<file path="src/hw/aigc_params.svh">
`ifndef AIGC_PARAMS_SVH
`define AIGC_PARAMS_SVH

// subaddresses
`define AIGC_SUB_MODE 8'h02
`define AIGC_SUB_CTRL 8'h03
`define AIGC_SUB_GAIN1 8'h04
`define AIGC_SUB_GAIN2 8'h05

// reset values
`define AIGC_RST_MODE 8'h00
`define AIGC_RST_CTRL 7'h00
`define AIGC_RST_GAIN 8'h00

// fields of clamp_gain_behaviour and the top bit of input_mode
`define AIGC_CTRL_W 7
`define AIGC_BIT_CLAMP 6
`define AIGC_BIT_VBLANK 5
`define AIGC_BIT_PEAK_OFF 4
`define AIGC_BIT_HOLD 3
`define AIGC_BIT_FIX 2
`define AIGC_BIT_G2MSB 1
`define AIGC_BIT_G1MSB 0
`define AIGC_MODE_HI 5

// output-select values
`define AIGC_OUT_SEL_CH1 2'h0
`define AIGC_OUT_SEL_CH2 2'h1
`define AIGC_OUT_SEL_CH3 2'h2
`define AIGC_OUT_SEL_CH4 2'h3

// first line of active video
`define AIGC_ACTIVE_LINE_60 10'h016
`define AIGC_ACTIVE_LINE_50 10'h018

// static gain scale, gain in hundredths of a dB
`define AIGC_GAIN_UNITY 144
`define AIGC_GAIN_FULL 511
`define AIGC_CDB_LOW 300
`define AIGC_CDB_HIGH 600
`define AIGC_GAIN_UNITY_CODE 9'h090
`define AIGC_GAIN_FULL_CODE 9'h1ff

`endif

</file>
<file path="src/hw/aigc_pkg.sv">
package aigc_pkg;
    typedef logic [5:0] aigc_mode_t;
    typedef logic [8:0] aigc_gain_t;
    typedef logic signed [10:0] aigc_cdb_t;
    typedef enum logic [1:0] {
        AIGC_RUN = 2'b00,
        AIGC_LONG_HOLD = 2'b01
    } aigc_agc_state_e;
endpackage : aigc_pkg

</file>
<file path="src/hw/aigc_mode_decode.sv">
`timescale 1ns/10ps
`include "aigc_params.svh"

module aigc_mode_decode (
    input aigc_pkg::aigc_mode_t mode,
    output logic vsb_mode_valid,
    output logic [1:0] vsb_input,
    output logic reference_on,
    output logic [1:0] output_channel_select,
    output logic mode_forces_fixed
);
    import aigc_pkg::*;

    always_comb begin
        vsb_mode_valid = 1'b1;
        vsb_input = 2'h0;
        output_channel_select = `AIGC_OUT_SEL_CH1;
        case (mode)
            6'h00: vsb_input = 2'h0;
            6'h01: vsb_input = 2'h1;
            6'h0e: vsb_input = 2'h2;
            6'h0f: vsb_input = 2'h3;
            6'h02, 6'h03, 6'h04, 6'h05: begin
                vsb_input = 2'(mode - 6'h02);
                output_channel_select = `AIGC_OUT_SEL_CH2;
            end
            6'h10, 6'h11: begin
                vsb_input = 2'(mode - 6'h10);
                output_channel_select = `AIGC_OUT_SEL_CH3;
            end
            6'h1e, 6'h1f: begin
                vsb_input = 2'(mode - 6'h1c);
                output_channel_select = `AIGC_OUT_SEL_CH3;
            end
            6'h12, 6'h13, 6'h14, 6'h15: begin
                vsb_input = 2'(mode - 6'h12);
                output_channel_select = `AIGC_OUT_SEL_CH4;
            end
            default: vsb_mode_valid = 1'b0;
        endcase
        // vsb codes carry a fixed reference and fixed gain
        reference_on = vsb_mode_valid;
        mode_forces_fixed = vsb_mode_valid;
    end
endmodule : aigc_mode_decode

</file>
<file path="src/hw/aigc_regs.sv">
`timescale 1ns/10ps
`include "aigc_params.svh"

// Operation
// - vsb channel 1 codes: ref, select 0, fixed
// - codes 02-05: channel 2, ref, select 1
// - channel 3 codes: ref, select 2, fixed
// - codes 12-15: channel 4, ref, select 3
// - bit 6 picks clamping while unlocked
// - bit 5 clear: hold during equalization only
// - bit 5 set: hold until active video
// - bit 4 clear attenuates overrange, set disables
// - bit 3 freezes gain integrator
// - bit 2 selects static gain words
// - channel 1 gain is 03h[0] then 04h
// - channel 2 gain is 03h[1] then 05h
// - gain code maps monotonically -3 to +6 dB
module aigc_regs (
    input logic clk,
    input logic rst,
    input logic reg_wr,
    input logic reg_rd,
    input logic [7:0] reg_subaddr,
    input logic [7:0] reg_wdata,
    output logic [7:0] reg_rdata,
    output logic reg_rvalid,
    input logic decoder_locked,
    input logic field_60hz,
    input logic [9:0] line_number,
    input logic pre_eq_start,
    input logic eq_serration_active,
    input logic adc_over_max,
    output aigc_pkg::aigc_mode_t input_mode,
    output logic vsb_mode_valid,
    output logic [1:0] vsb_input,
    output logic reference_on,
    output logic [1:0] output_channel_select,
    output logic fixed_gain_select,
    output logic unlocked_clamp_choice,
    output logic clamp_reference_select,
    output logic blanking_length_select,
    output logic colour_peak_disable,
    output logic colour_attenuate,
    output logic gain_integrator_freeze,
    output logic agc_update_enable,
    output aigc_pkg::aigc_gain_t gain_ch1,
    output aigc_pkg::aigc_gain_t gain_ch2,
    output aigc_pkg::aigc_cdb_t gain_ch1_cdb,
    output aigc_pkg::aigc_cdb_t gain_ch2_cdb
);
    import aigc_pkg::*;

    logic [7:0] input_mode_select;
    logic [`AIGC_CTRL_W-1:0] clamp_gain_behaviour;
    logic [7:0] static_gain_ch1_low;
    logic [7:0] static_gain_ch2_low;
    logic mode_forces_fixed;
    logic [9:0] active_line;
    aigc_agc_state_e agc_state;
    aigc_agc_state_e next_agc_state;

    // piecewise linear so 0, 144 and 511 land exactly on -3, 0 and +6 dB
    function automatic aigc_cdb_t gain_to_cdb(input aigc_gain_t code);
        int c;
        int r;
        c = int'(code);
        if (c <= `AIGC_GAIN_UNITY) begin
            r = (c * `AIGC_CDB_LOW) / `AIGC_GAIN_UNITY - `AIGC_CDB_LOW;
        end else begin
            r = ((c - `AIGC_GAIN_UNITY) * `AIGC_CDB_HIGH)
                / (`AIGC_GAIN_FULL - `AIGC_GAIN_UNITY);
        end
        return aigc_cdb_t'(r);
    endfunction : gain_to_cdb

    function automatic logic hit(input logic [7:0] sub, input logic [7:0] target);
        return sub == target;
    endfunction : hit

    // register writes
    always_ff @(posedge clk) begin
        if (rst) begin
            input_mode_select <= `AIGC_RST_MODE;
            clamp_gain_behaviour <= `AIGC_RST_CTRL;
            static_gain_ch1_low <= `AIGC_RST_GAIN;
            static_gain_ch2_low <= `AIGC_RST_GAIN;
        end else if (reg_wr) begin
            if (hit(reg_subaddr, `AIGC_SUB_MODE)) begin
                input_mode_select <= reg_wdata;
            end
            if (hit(reg_subaddr, `AIGC_SUB_CTRL)) begin
                clamp_gain_behaviour <= reg_wdata[`AIGC_CTRL_W-1:0];
            end
            if (hit(reg_subaddr, `AIGC_SUB_GAIN1)) begin
                static_gain_ch1_low <= reg_wdata;
            end
            if (hit(reg_subaddr, `AIGC_SUB_GAIN2)) begin
                static_gain_ch2_low <= reg_wdata;
            end
        end
    end

    // read path; bit 7 of 03h is unused and unmapped subaddresses read zero
    always_ff @(posedge clk) begin
        if (rst) begin
            reg_rdata <= 8'h00;
            reg_rvalid <= 1'b0;
        end else begin
            reg_rvalid <= reg_rd;
            if (reg_rd) begin
                case (reg_subaddr)
                    `AIGC_SUB_MODE: reg_rdata <= input_mode_select;
                    `AIGC_SUB_CTRL: reg_rdata <= {1'b0, clamp_gain_behaviour};
                    `AIGC_SUB_GAIN1: reg_rdata <= static_gain_ch1_low;
                    `AIGC_SUB_GAIN2: reg_rdata <= static_gain_ch2_low;
                    default: reg_rdata <= 8'h00;
                endcase
            end
        end
    end

    assign input_mode = input_mode_select[`AIGC_MODE_HI:0];

    aigc_mode_decode aigc_mode_decode_inst (
        .mode(input_mode),
        .vsb_mode_valid(vsb_mode_valid),
        .vsb_input(vsb_input),
        .reference_on(reference_on),
        .output_channel_select(output_channel_select),
        .mode_forces_fixed(mode_forces_fixed)
    );

    // control bits act straight from the register flops
    assign unlocked_clamp_choice = clamp_gain_behaviour[`AIGC_BIT_CLAMP];
    assign blanking_length_select = clamp_gain_behaviour[`AIGC_BIT_VBLANK];
    assign colour_peak_disable = clamp_gain_behaviour[`AIGC_BIT_PEAK_OFF];
    assign gain_integrator_freeze = clamp_gain_behaviour[`AIGC_BIT_HOLD];
    assign fixed_gain_select = clamp_gain_behaviour[`AIGC_BIT_FIX] | mode_forces_fixed;

    assign clamp_reference_select = unlocked_clamp_choice & ~decoder_locked;
    assign colour_attenuate = ~colour_peak_disable & adc_over_max;

    assign gain_ch1 = {clamp_gain_behaviour[`AIGC_BIT_G1MSB], static_gain_ch1_low};
    assign gain_ch2 = {clamp_gain_behaviour[`AIGC_BIT_G2MSB], static_gain_ch2_low};
    assign gain_ch1_cdb = gain_to_cdb(gain_ch1);
    assign gain_ch2_cdb = gain_to_cdb(gain_ch2);

    // long vertical blanking hold
    assign active_line = field_60hz ? `AIGC_ACTIVE_LINE_60 : `AIGC_ACTIVE_LINE_50;

    always_comb begin
        next_agc_state = agc_state;
        case (agc_state)
            AIGC_RUN: begin
                if (blanking_length_select && pre_eq_start) begin
                    next_agc_state = AIGC_LONG_HOLD;
                end
            end
            AIGC_LONG_HOLD: begin
                // clearing bit 5 mid-hold returns to AIGC_RUN on the next clock, without waiting for active video
                if (!blanking_length_select || line_number == active_line) begin
                    next_agc_state = AIGC_RUN;
                end
            end
            default: next_agc_state = AIGC_RUN;
        endcase
    end

    always_ff @(posedge clk) begin
        if (rst) begin
            agc_state <= AIGC_RUN;
        end else begin
            agc_state <= next_agc_state;
        end
    end

    // short mode holds only while the equalization/serration pulses last
    assign agc_update_enable = ~gain_integrator_freeze
        & (agc_state == AIGC_RUN)
        & ~(~blanking_length_select & eq_serration_active);

    AST_CH1_MODES: assert property (@(posedge clk) disable iff (rst)
        (input_mode inside {6'h00, 6'h01, 6'h0e, 6'h0f}) |->
        reference_on && output_channel_select == 2'h0 && fixed_gain_select
        && vsb_input == input_mode[1:0])
        else $error("channel 1 vsb decode wrong");

    AST_CH2_MODES: assert property (@(posedge clk) disable iff (rst)
        (input_mode inside {[6'h02:6'h05]}) |->
        reference_on && output_channel_select == 2'h1 && fixed_gain_select
        && vsb_input == 2'(input_mode - 6'h02))
        else $error("channel 2 vsb decode wrong");

    AST_CH3_MODES: assert property (@(posedge clk) disable iff (rst)
        (input_mode inside {6'h10, 6'h11, 6'h1e, 6'h1f}) |->
        reference_on && output_channel_select == 2'h2 && fixed_gain_select
        && vsb_input == input_mode[1:0])
        else $error("channel 3 vsb decode wrong");

    AST_CH4_MODES: assert property (@(posedge clk) disable iff (rst)
        (input_mode inside {[6'h12:6'h15]}) |->
        reference_on && output_channel_select == 2'h3 && fixed_gain_select
        && vsb_input == 2'(input_mode - 6'h12))
        else $error("channel 4 vsb decode wrong");

    AST_UNLOCKED_CLAMP: assert property (@(posedge clk) disable iff (rst)
        decoder_locked |-> !clamp_reference_select)
        else $error("reference clamp while locked");

    AST_SHORT_BLANK: assert property (@(posedge clk) disable iff (rst)
        (!blanking_length_select && eq_serration_active) |-> !agc_update_enable)
        else $error("agc updating during equalization");

    AST_LONG_START: assert property (@(posedge clk) disable iff (rst)
        (agc_state == AIGC_RUN && blanking_length_select && pre_eq_start && !reg_wr)
        |=> !agc_update_enable)
        else $error("long blanking hold did not start");

    AST_LONG_END: assert property (@(posedge clk) disable iff (rst)
        (agc_state == AIGC_LONG_HOLD && line_number == active_line)
        |=> agc_state == AIGC_RUN)
        else $error("long blanking hold did not end at active video");

    AST_PEAK: assert property (@(posedge clk) disable iff (rst)
        (adc_over_max && !clamp_gain_behaviour[`AIGC_BIT_PEAK_OFF]) |-> colour_attenuate)
        else $error("overrange not attenuated");

    AST_FREEZE: assert property (@(posedge clk) disable iff (rst)
        clamp_gain_behaviour[`AIGC_BIT_HOLD] |-> !agc_update_enable)
        else $error("agc running while frozen");

    AST_GAIN1_WRITE: assert property (@(posedge clk) disable iff (rst)
        (reg_wr && reg_subaddr == `AIGC_SUB_GAIN1) |=> gain_ch1[7:0] == $past(reg_wdata))
        else $error("channel 1 gain low byte not applied");

    AST_GAIN2_MSB: assert property (@(posedge clk) disable iff (rst)
        (reg_wr && reg_subaddr == `AIGC_SUB_CTRL) |=> gain_ch2[8] == $past(reg_wdata[1]))
        else $error("channel 2 gain msb not applied");

    AST_GAIN_SCALE: assert property (@(posedge clk) disable iff (rst)
        (gain_ch1 == `AIGC_GAIN_UNITY_CODE |-> gain_ch1_cdb == 11'sd0)
        and (gain_ch1 == `AIGC_GAIN_FULL_CODE |-> gain_ch1_cdb == 11'sd600)
        and (gain_ch1 == 9'h000 |-> gain_ch1_cdb == -11'sd300))
        else $error("static gain scale wrong");

    AST_READBACK: assert property (@(posedge clk) disable iff (rst)
        (reg_wr && reg_subaddr == `AIGC_SUB_MODE) ##1 !reg_wr
        ##1 (reg_rd && reg_subaddr == `AIGC_SUB_MODE && !reg_wr)
        |=> reg_rvalid && reg_rdata == $past(reg_wdata, 3))
        else $error("readback differs from write");

    AST_FIXED_GAIN: assert property (@(posedge clk) disable iff (rst)
        (clamp_gain_behaviour[`AIGC_BIT_FIX] || mode_forces_fixed) |-> fixed_gain_select)
        else $error("static gain not selected");

    AST_AUTO_GAIN: assert property (@(posedge clk) disable iff (rst)
        (!clamp_gain_behaviour[`AIGC_BIT_FIX] && !vsb_mode_valid) |-> !fixed_gain_select)
        else $error("automatic gain not selected");

    AST_GAIN1_MSB: assert property (@(posedge clk) disable iff (rst)
        (reg_wr && reg_subaddr == `AIGC_SUB_CTRL) |=> gain_ch1[8] == $past(reg_wdata[0]))
        else $error("channel 1 gain msb not applied");

    AST_GAIN2_WRITE: assert property (@(posedge clk) disable iff (rst)
        (reg_wr && reg_subaddr == `AIGC_SUB_GAIN2) |=> gain_ch2[7:0] == $past(reg_wdata))
        else $error("channel 2 gain low byte not applied");

    AST_CLAMP_REF: assert property (@(posedge clk) disable iff (rst)
        (unlocked_clamp_choice && !decoder_locked) |-> clamp_reference_select)
        else $error("reference clamp missing while unlocked");

    AST_PEAK_OFF: assert property (@(posedge clk) disable iff (rst)
        colour_peak_disable |-> !colour_attenuate)
        else $error("attenuation while colour peak control off");

    AST_AGC_RUNS: assert property (@(posedge clk) disable iff (rst)
        (agc_state == AIGC_RUN && !gain_integrator_freeze && !eq_serration_active)
        |-> agc_update_enable)
        else $error("agc held outside blanking");

    AST_RVALID_ON: assert property (@(posedge clk) disable iff (rst)
        reg_rd |=> reg_rvalid)
        else $error("read not answered");

    AST_RVALID_ONLY: assert property (@(posedge clk) disable iff (rst)
        reg_rvalid |-> $past(reg_rd))
        else $error("read answer without request");

    AST_UNMAPPED_WRITE: assert property (@(posedge clk) disable iff (rst)
        (reg_wr && !(reg_subaddr inside {[`AIGC_SUB_MODE:`AIGC_SUB_GAIN2]}))
        |=> $stable(input_mode_select) && $stable(clamp_gain_behaviour)
        && $stable(static_gain_ch1_low) && $stable(static_gain_ch2_low))
        else $error("unmapped write changed a register");

    AST_CTRL_TOP_ZERO: assert property (@(posedge clk) disable iff (rst)
        (reg_rd && reg_subaddr == `AIGC_SUB_CTRL) |=> reg_rdata[7] == 1'b0)
        else $error("unused control bit read back set");

    COV_VSB_CH4: cover property (@(posedge clk) disable iff (rst)
        vsb_mode_valid && output_channel_select == 2'h3);
    COV_LONG_HOLD: cover property (@(posedge clk) disable iff (rst)
        agc_state == AIGC_LONG_HOLD ##[1:300] agc_state == AIGC_RUN);
    COV_UNLOCKED_REF: cover property (@(posedge clk) disable iff (rst)
        clamp_reference_select);
    COV_STATIC_GAIN: cover property (@(posedge clk) disable iff (rst)
        fixed_gain_select && !vsb_mode_valid);
endmodule : aigc_regs

</file>
<file path="config.mk">
export PLATFORM = sky130hd
export DESIGN_NAME = aigc_regs
export DESIGN_NICKNAME = d
export VERILOG_FILES = /design/src/hw/aigc_pkg.sv /design/src/hw/aigc_mode_decode.sv /design/src/hw/aigc_regs.sv
export VERILOG_INCLUDE_DIRS = /design/src /design/src/hw
export SDC_FILE = /design/constraint.sdc
export NUM_CORES = 1
export LEC_CHECK = 0
export ABC_AREA = 1
export BUFFER_PORTS_ARGS = -buffer_cell sky130_fd_sc_hd__clkbuf_2
export CAP_MARGIN = 20
export CORE_MARGIN = 2
export CORE_UTILIZATION = 37
export CTS_CLUSTER_SIZE = 8
export DETAILED_ROUTE_END_ITERATION = 8
export GPL_TIMING_DRIVEN = 0
export PLACE_DENSITY_LB_ADDON = 0.15
export SYNTH_ARGS = -nofsm -noshare
export SYNTH_HDL_FRONTEND = slang
export SYNTH_SLANG_ARGS = --single-unit
</file>
<file path="constraint.sdc">
create_clock -name clk -period 28.8 [get_ports clk]
set_clock_uncertainty 0.15 [all_clocks]
set_input_delay 2.88 -clock clk [delete_from_list [all_inputs] [get_ports clk]]
set_output_delay 2.88 -clock clk [all_outputs]
set_load 0.005 [all_outputs]
</file>
Yosys cells after proc, flatten, opt, wreduce, memory -nomap -nowiden
Index checks and enable logic that the tools add are counted.

Output and inout bits: 69. Flip-flop bits (word level): 42. Logic and storage cells: 85. Bits of input ports: 35.

Reduce and logical (&&, ||, !) cells: 16. Muxes and demuxes: 10. $mul: 4. Eq/ne operators: 23. $lt $le $gt $ge: 2. Div/mod/pow operators: 4. Add/subtract/negate cells: 8. Bitwise operators: 11.

Operator list (count): $div 32x10->32 const B (2); $div 32x9->32 const B (2); $eq 6x5->1 const B (8); $mul 10x8->18 const B (2); $mul 9x7->16 const B (2); $pmux 8 s4 (1); $mux 11 (2); $sub 11x10->11 const B (2); $sub 9x8->10 const B (2); $le 9x8->1 const B (2); $eq 8x2->1 const B (2); $eq 8x3->1 const B (2); $reduce_or 16->1 (1); $pmux 2 s7 (1); $eq 6x2->1 const B (2); $eq 6x3->1 const B (2); $eq 6x4->1 const B (2); $reduce_or 4->1 (3); $eq 10x5->1 (1); $reduce_and 2->1 (5); $eq 6x1->1 const B (1); $logic_not 6->1 (1); $pmux 2 s3 (1); $and 1x1->1 (5); other kinds (15) (24).

Depth between registers and ports, before layout
Word-level depth: 5. Depth in mapped cells: 122. Mapped depth without buffers: 118.

By module
Synthesis repeated with hierarchy kept, for this count alone.

Cells, all modules: 4006. Area total of the unflattened synthesis: 22659.2 um^2.

Modules (own cells, without submodules): aigc_regs (cells an instance 3986, sequential area each 820.8 um^2, times used 1, area an instance 22561.6 um^2); aigc_mode_decode (cells an instance 20, sequential area each 0.0 um^2, times used 1, area an instance 97.6 um^2).

Worst setup path after synthesis
OpenSTA, ideal clock, no wires.

Path type: reg2out. From: register static_gain_ch2_low[4]. To: output port gain_ch2_cdb[10]. Cell stages (with the launch flop): 110. Data arrival time: 13307 ps. Path slack: 12463 ps. Data required time: 25770 ps. Cells stage by stage: dfxtp_1 > inv_2 > ha_1 > a21oi_1 > xor2_1 > ha_1 > fa_1 > inv_1 > fa_1 > inv_1 > ha_1 > nand2_1 > nor2_1 > and2_1 > nand2_2 > nand3_1 > nand2_2 > buf_4 > [74 not listed] > nand2_1 > nand2_4 > nand2_4 > nand2_1 > o21ai_1 > inv_1 > nand2_1 > nand2_1 > nor2_2 > ha_1 > inv_1 > nor3_1 > inv_1 > nor2_1 > a31oi_1 > nand2_1 > nand2_1 > o21ai_0.

Cells in the longest elaborated chain, start to end: 4.

RTL lines: start, declared (RTL line aigc_regs.sv:56) `logic [7:0] static_gain_ch2_low;`; start signal, assigned (RTL line aigc_regs.sv:86) `` static_gain_ch2_low <= `AIGC_RST_GAIN; ``; start signal, assigned (RTL line aigc_regs.sv:98) `static_gain_ch2_low <= reg_wdata;`; $sub 9x8->10 (no source line) or $mul 9x7->16 (tied branches); $mul 10x8->18 (no source line) or $div 32x9->32 (tied branches); $div 32x10->32 or $sub 11x10->11 (tied branches); $mux 11 * (RTL line aigc_regs.sv:67) `` if (c <= `AIGC_GAIN_UNITY) begin ``; end, declared (RTL line aigc_regs.sv:49) `output aigc_pkg::aigc_cdb_t gain_ch2_cdb`.

Every way passes the cells marked *; elsewhere a longest branch is shown, timed or not.

Worst setup path after layout
Ends and elaborated chain as after synthesis.

==> run metrics <==
final-report hold violation count 0; setup bufs post-CTS 0; post-layout net count approximately 4300; drt via density ~4.8; Port Buffers 102; RR Startpoint static_gain_ch2_low[0]; post-synthesis compound-gate area fraction 9.593%; fin. max-slew vios 0; most common cell after layout, fill and taps aside nand2_1; Worst Max-Slew Pin Slew roughly 0.95 ns; routed wire length 59.37 mm; Slew headroom between 30 and 40%; Skew-Pair Late Insertion Delay 0.29 ns; Critical Path Sink Type output port; RSZ-0062 raised after global routing no; Synth Warn # 0; pre-CTS WS a little under 10 ns; worst r2r path cells 4; vias in the first global route between 20000 and 25000; Vias 23220; CP Max Fanout 10; Fmax around 52 MHz; TNS Setup 0 ns; post-synthesis xor/xnor area fraction 6.415%; largest family of logic cells by synthesized area simple AND/OR/NAND/NOR gates; Area Growth Syn to Fin 7.240%; Initial Util a little under two fifths; Arr. time, crit path 16.15 ns; CTS Buffer Depth 2; syn nets between 4000 and 5000; # DRC 0; hold path startpoint reg_rdata[1]; hold endpoint reg_rdata[1]; met1 usage 27.18%; CTS Buf Count 5; Post-synth top flop dfxtp_1; CP required 25.77 ns; # H-tree levels 2; GR peak layer met2; crit start category flip-flop; post-synthesis mux area share 0%; final worst path period share approximately two thirds; number of max-cap violations 0; Avg WL per Cell about 12 um; register area share after synthesis 3.631%; Avg Inst Size Synth 5.712 um2; worst flop-to-flop path endpoint reg_rdata[0]; HP Class reg2reg; hpwl dp 51.80 mm; total congestion overflow 0; drt first pass iters 7; slowest stage delay, CP approximately 0.57 ns; Final Util 40.16%; RD Place Congestion 0.8403; Post-Synth Simple-Gate Area 52.29%; minimum clock period between 15 and 20 ns; most frequent cells in the layout nand2_1, inv_1, nand3_1, nor2_1, nand2_2; TritonCTS clock tree yes; largest net degree at the start of global routing 15; top cells by area, synth nand2_1, inv_1, ha_1; first-pass GRT wire length approximately 100 mm; post-CTS sizing 0; CTS root buffer clkbuf_16; num rows 90; die area 63090 um2; post-synth top area cell nand2_1; initial antenna violation count 0; Async SR Flop Fraction 0%; Post-synth EDFFs 0; GRT Total Usage a little under a fifth; Crit-path slowest cell dfxtp_1; post-route ant nets 0; fraction of layout cells with a size suffix above 1 16.79%; # IOs 104; setup slack, reg-to-reg between 20 and 30 ns; core footprint 60360 um2; Sink Count slightly above 40; synth unique cells 71; GR Util met2 31.33%; DRT iter0 DRCs 1269; Antenna diodes 0; post-synthesis adder-cell area fraction about 14%; CP Class reg2out; hold path cells 2; Mapped Area 22600 um2; Worst Slack Setup Final a little under 10 ns; cell count after synthesis between 3000 and 4000; Yosys reg bits 41; die width 251.2 um; Final setup viols 0; status completed; GR Util met3 0.7041%; Yosys top cell area share between 10% and 20%; hold_buf cts 0; clk slew on worst S/H paths 0.07 ns; Crit path top cell by count nand2_2; Die Y 251.2 um
[stage by stage]
step | cells | hold WS [ns] | area (um2)
floorplan | 3957 | 0.2996 | 22600
global placement | 4841 | 0.3066 | 24090
detailed placement | 4841 | 0.3103 | 24090
CTS | 4849 | 0.3201 | 24240
global route | 4849 | 0.3414 | 24240
finish | 4849 | 0.3203 | 24240
[flip-flops by register name, indices dropped and copies added (netlist names)]
register / count
agc_state: 1
reg_rvalid: 1
static_gain_ch2_low: 8
reg_rdata: 8
input_mode_select: 8
clamp_gain_behaviour: 7
static_gain_ch1_low: 8
[logic make-up (layout without fill, tap and decap cells)]
| group | count (synthesis) | in the layout |
|---|---|---|
| AND/OR/NAND/NOR | 2412 | 2412 |
| buffers and inverters | 734 | 844 |
| flip-flops | 41 | 41 |
| AO/OA/AOI/OAI | 379 | 379 |
| adder cells (fa/ha/maj) | 228 | 228 |
| XOR/XNOR | 163 | 163 |
[worst max-delay path: cells and delay by family (launching register included)]
kind            cells  cell delay, ns
compound gates      8            1.61
xor+xnor            2            0.62
fa+ha+maj           9            2.94
buf+inv            19            2.14
flops               1            0.57
simple gates       71            7.96
[worst max path at each step]
stage / start / end / cells past startpoint
2_1_floorplan: static_gain_ch2_low[4] / gain_ch2_cdb[10] / 109
3_3_place_gp: static_gain_ch2_low[4] / gain_ch2_cdb[8] / 107
3_5_place_dp: static_gain_ch2_low[4] / gain_ch2_cdb[10] / 107
4_1_cts: static_gain_ch2_low[4] / gain_ch2_cdb[10] / 107
5_1_grt: static_gain_ch2_low[4] / gain_ch2_cdb[10] / 106
6_report: static_gain_ch2_low[4] / gain_ch2_cdb[10] / 109
[routing by layer]
metal | vias to the layer above | part of all wire (%)
met5 | - | 0
met4 | 0 | 0.34
met3 | 16 | 2.7
met2 | 285 | 44
met1 | 10180 | 53
li1 | 12740 | -
[cell usage after synthesis, types with 59 or more instances]
cell,count
xor2_1,122
inv_2,62
nand4_1,66
nor2_1,271
nor2_2,59
nand2_2,191
o21ai_0,151
nand3_1,435
inv_1,589
ha_1,176
nand2_4,80
nand2_1,1151
a21oi_1,118
[final cells by class]
class,count,area [um2]
Fill cell,6829,36120
Multi-Input combinational cell,3182,18680
Inverter,683,2623
Tap cell,782,978.4
Sequential cell,41,820.8
Timing Repair Buffer,102,510.5
Buffer,51,479.2
Clock buffer,5,125.1
Clock inverter,3,22.52
Power is not shown: default switching activity piles up to over one toggle a cycle in this logic, so the estimate is an artifact.
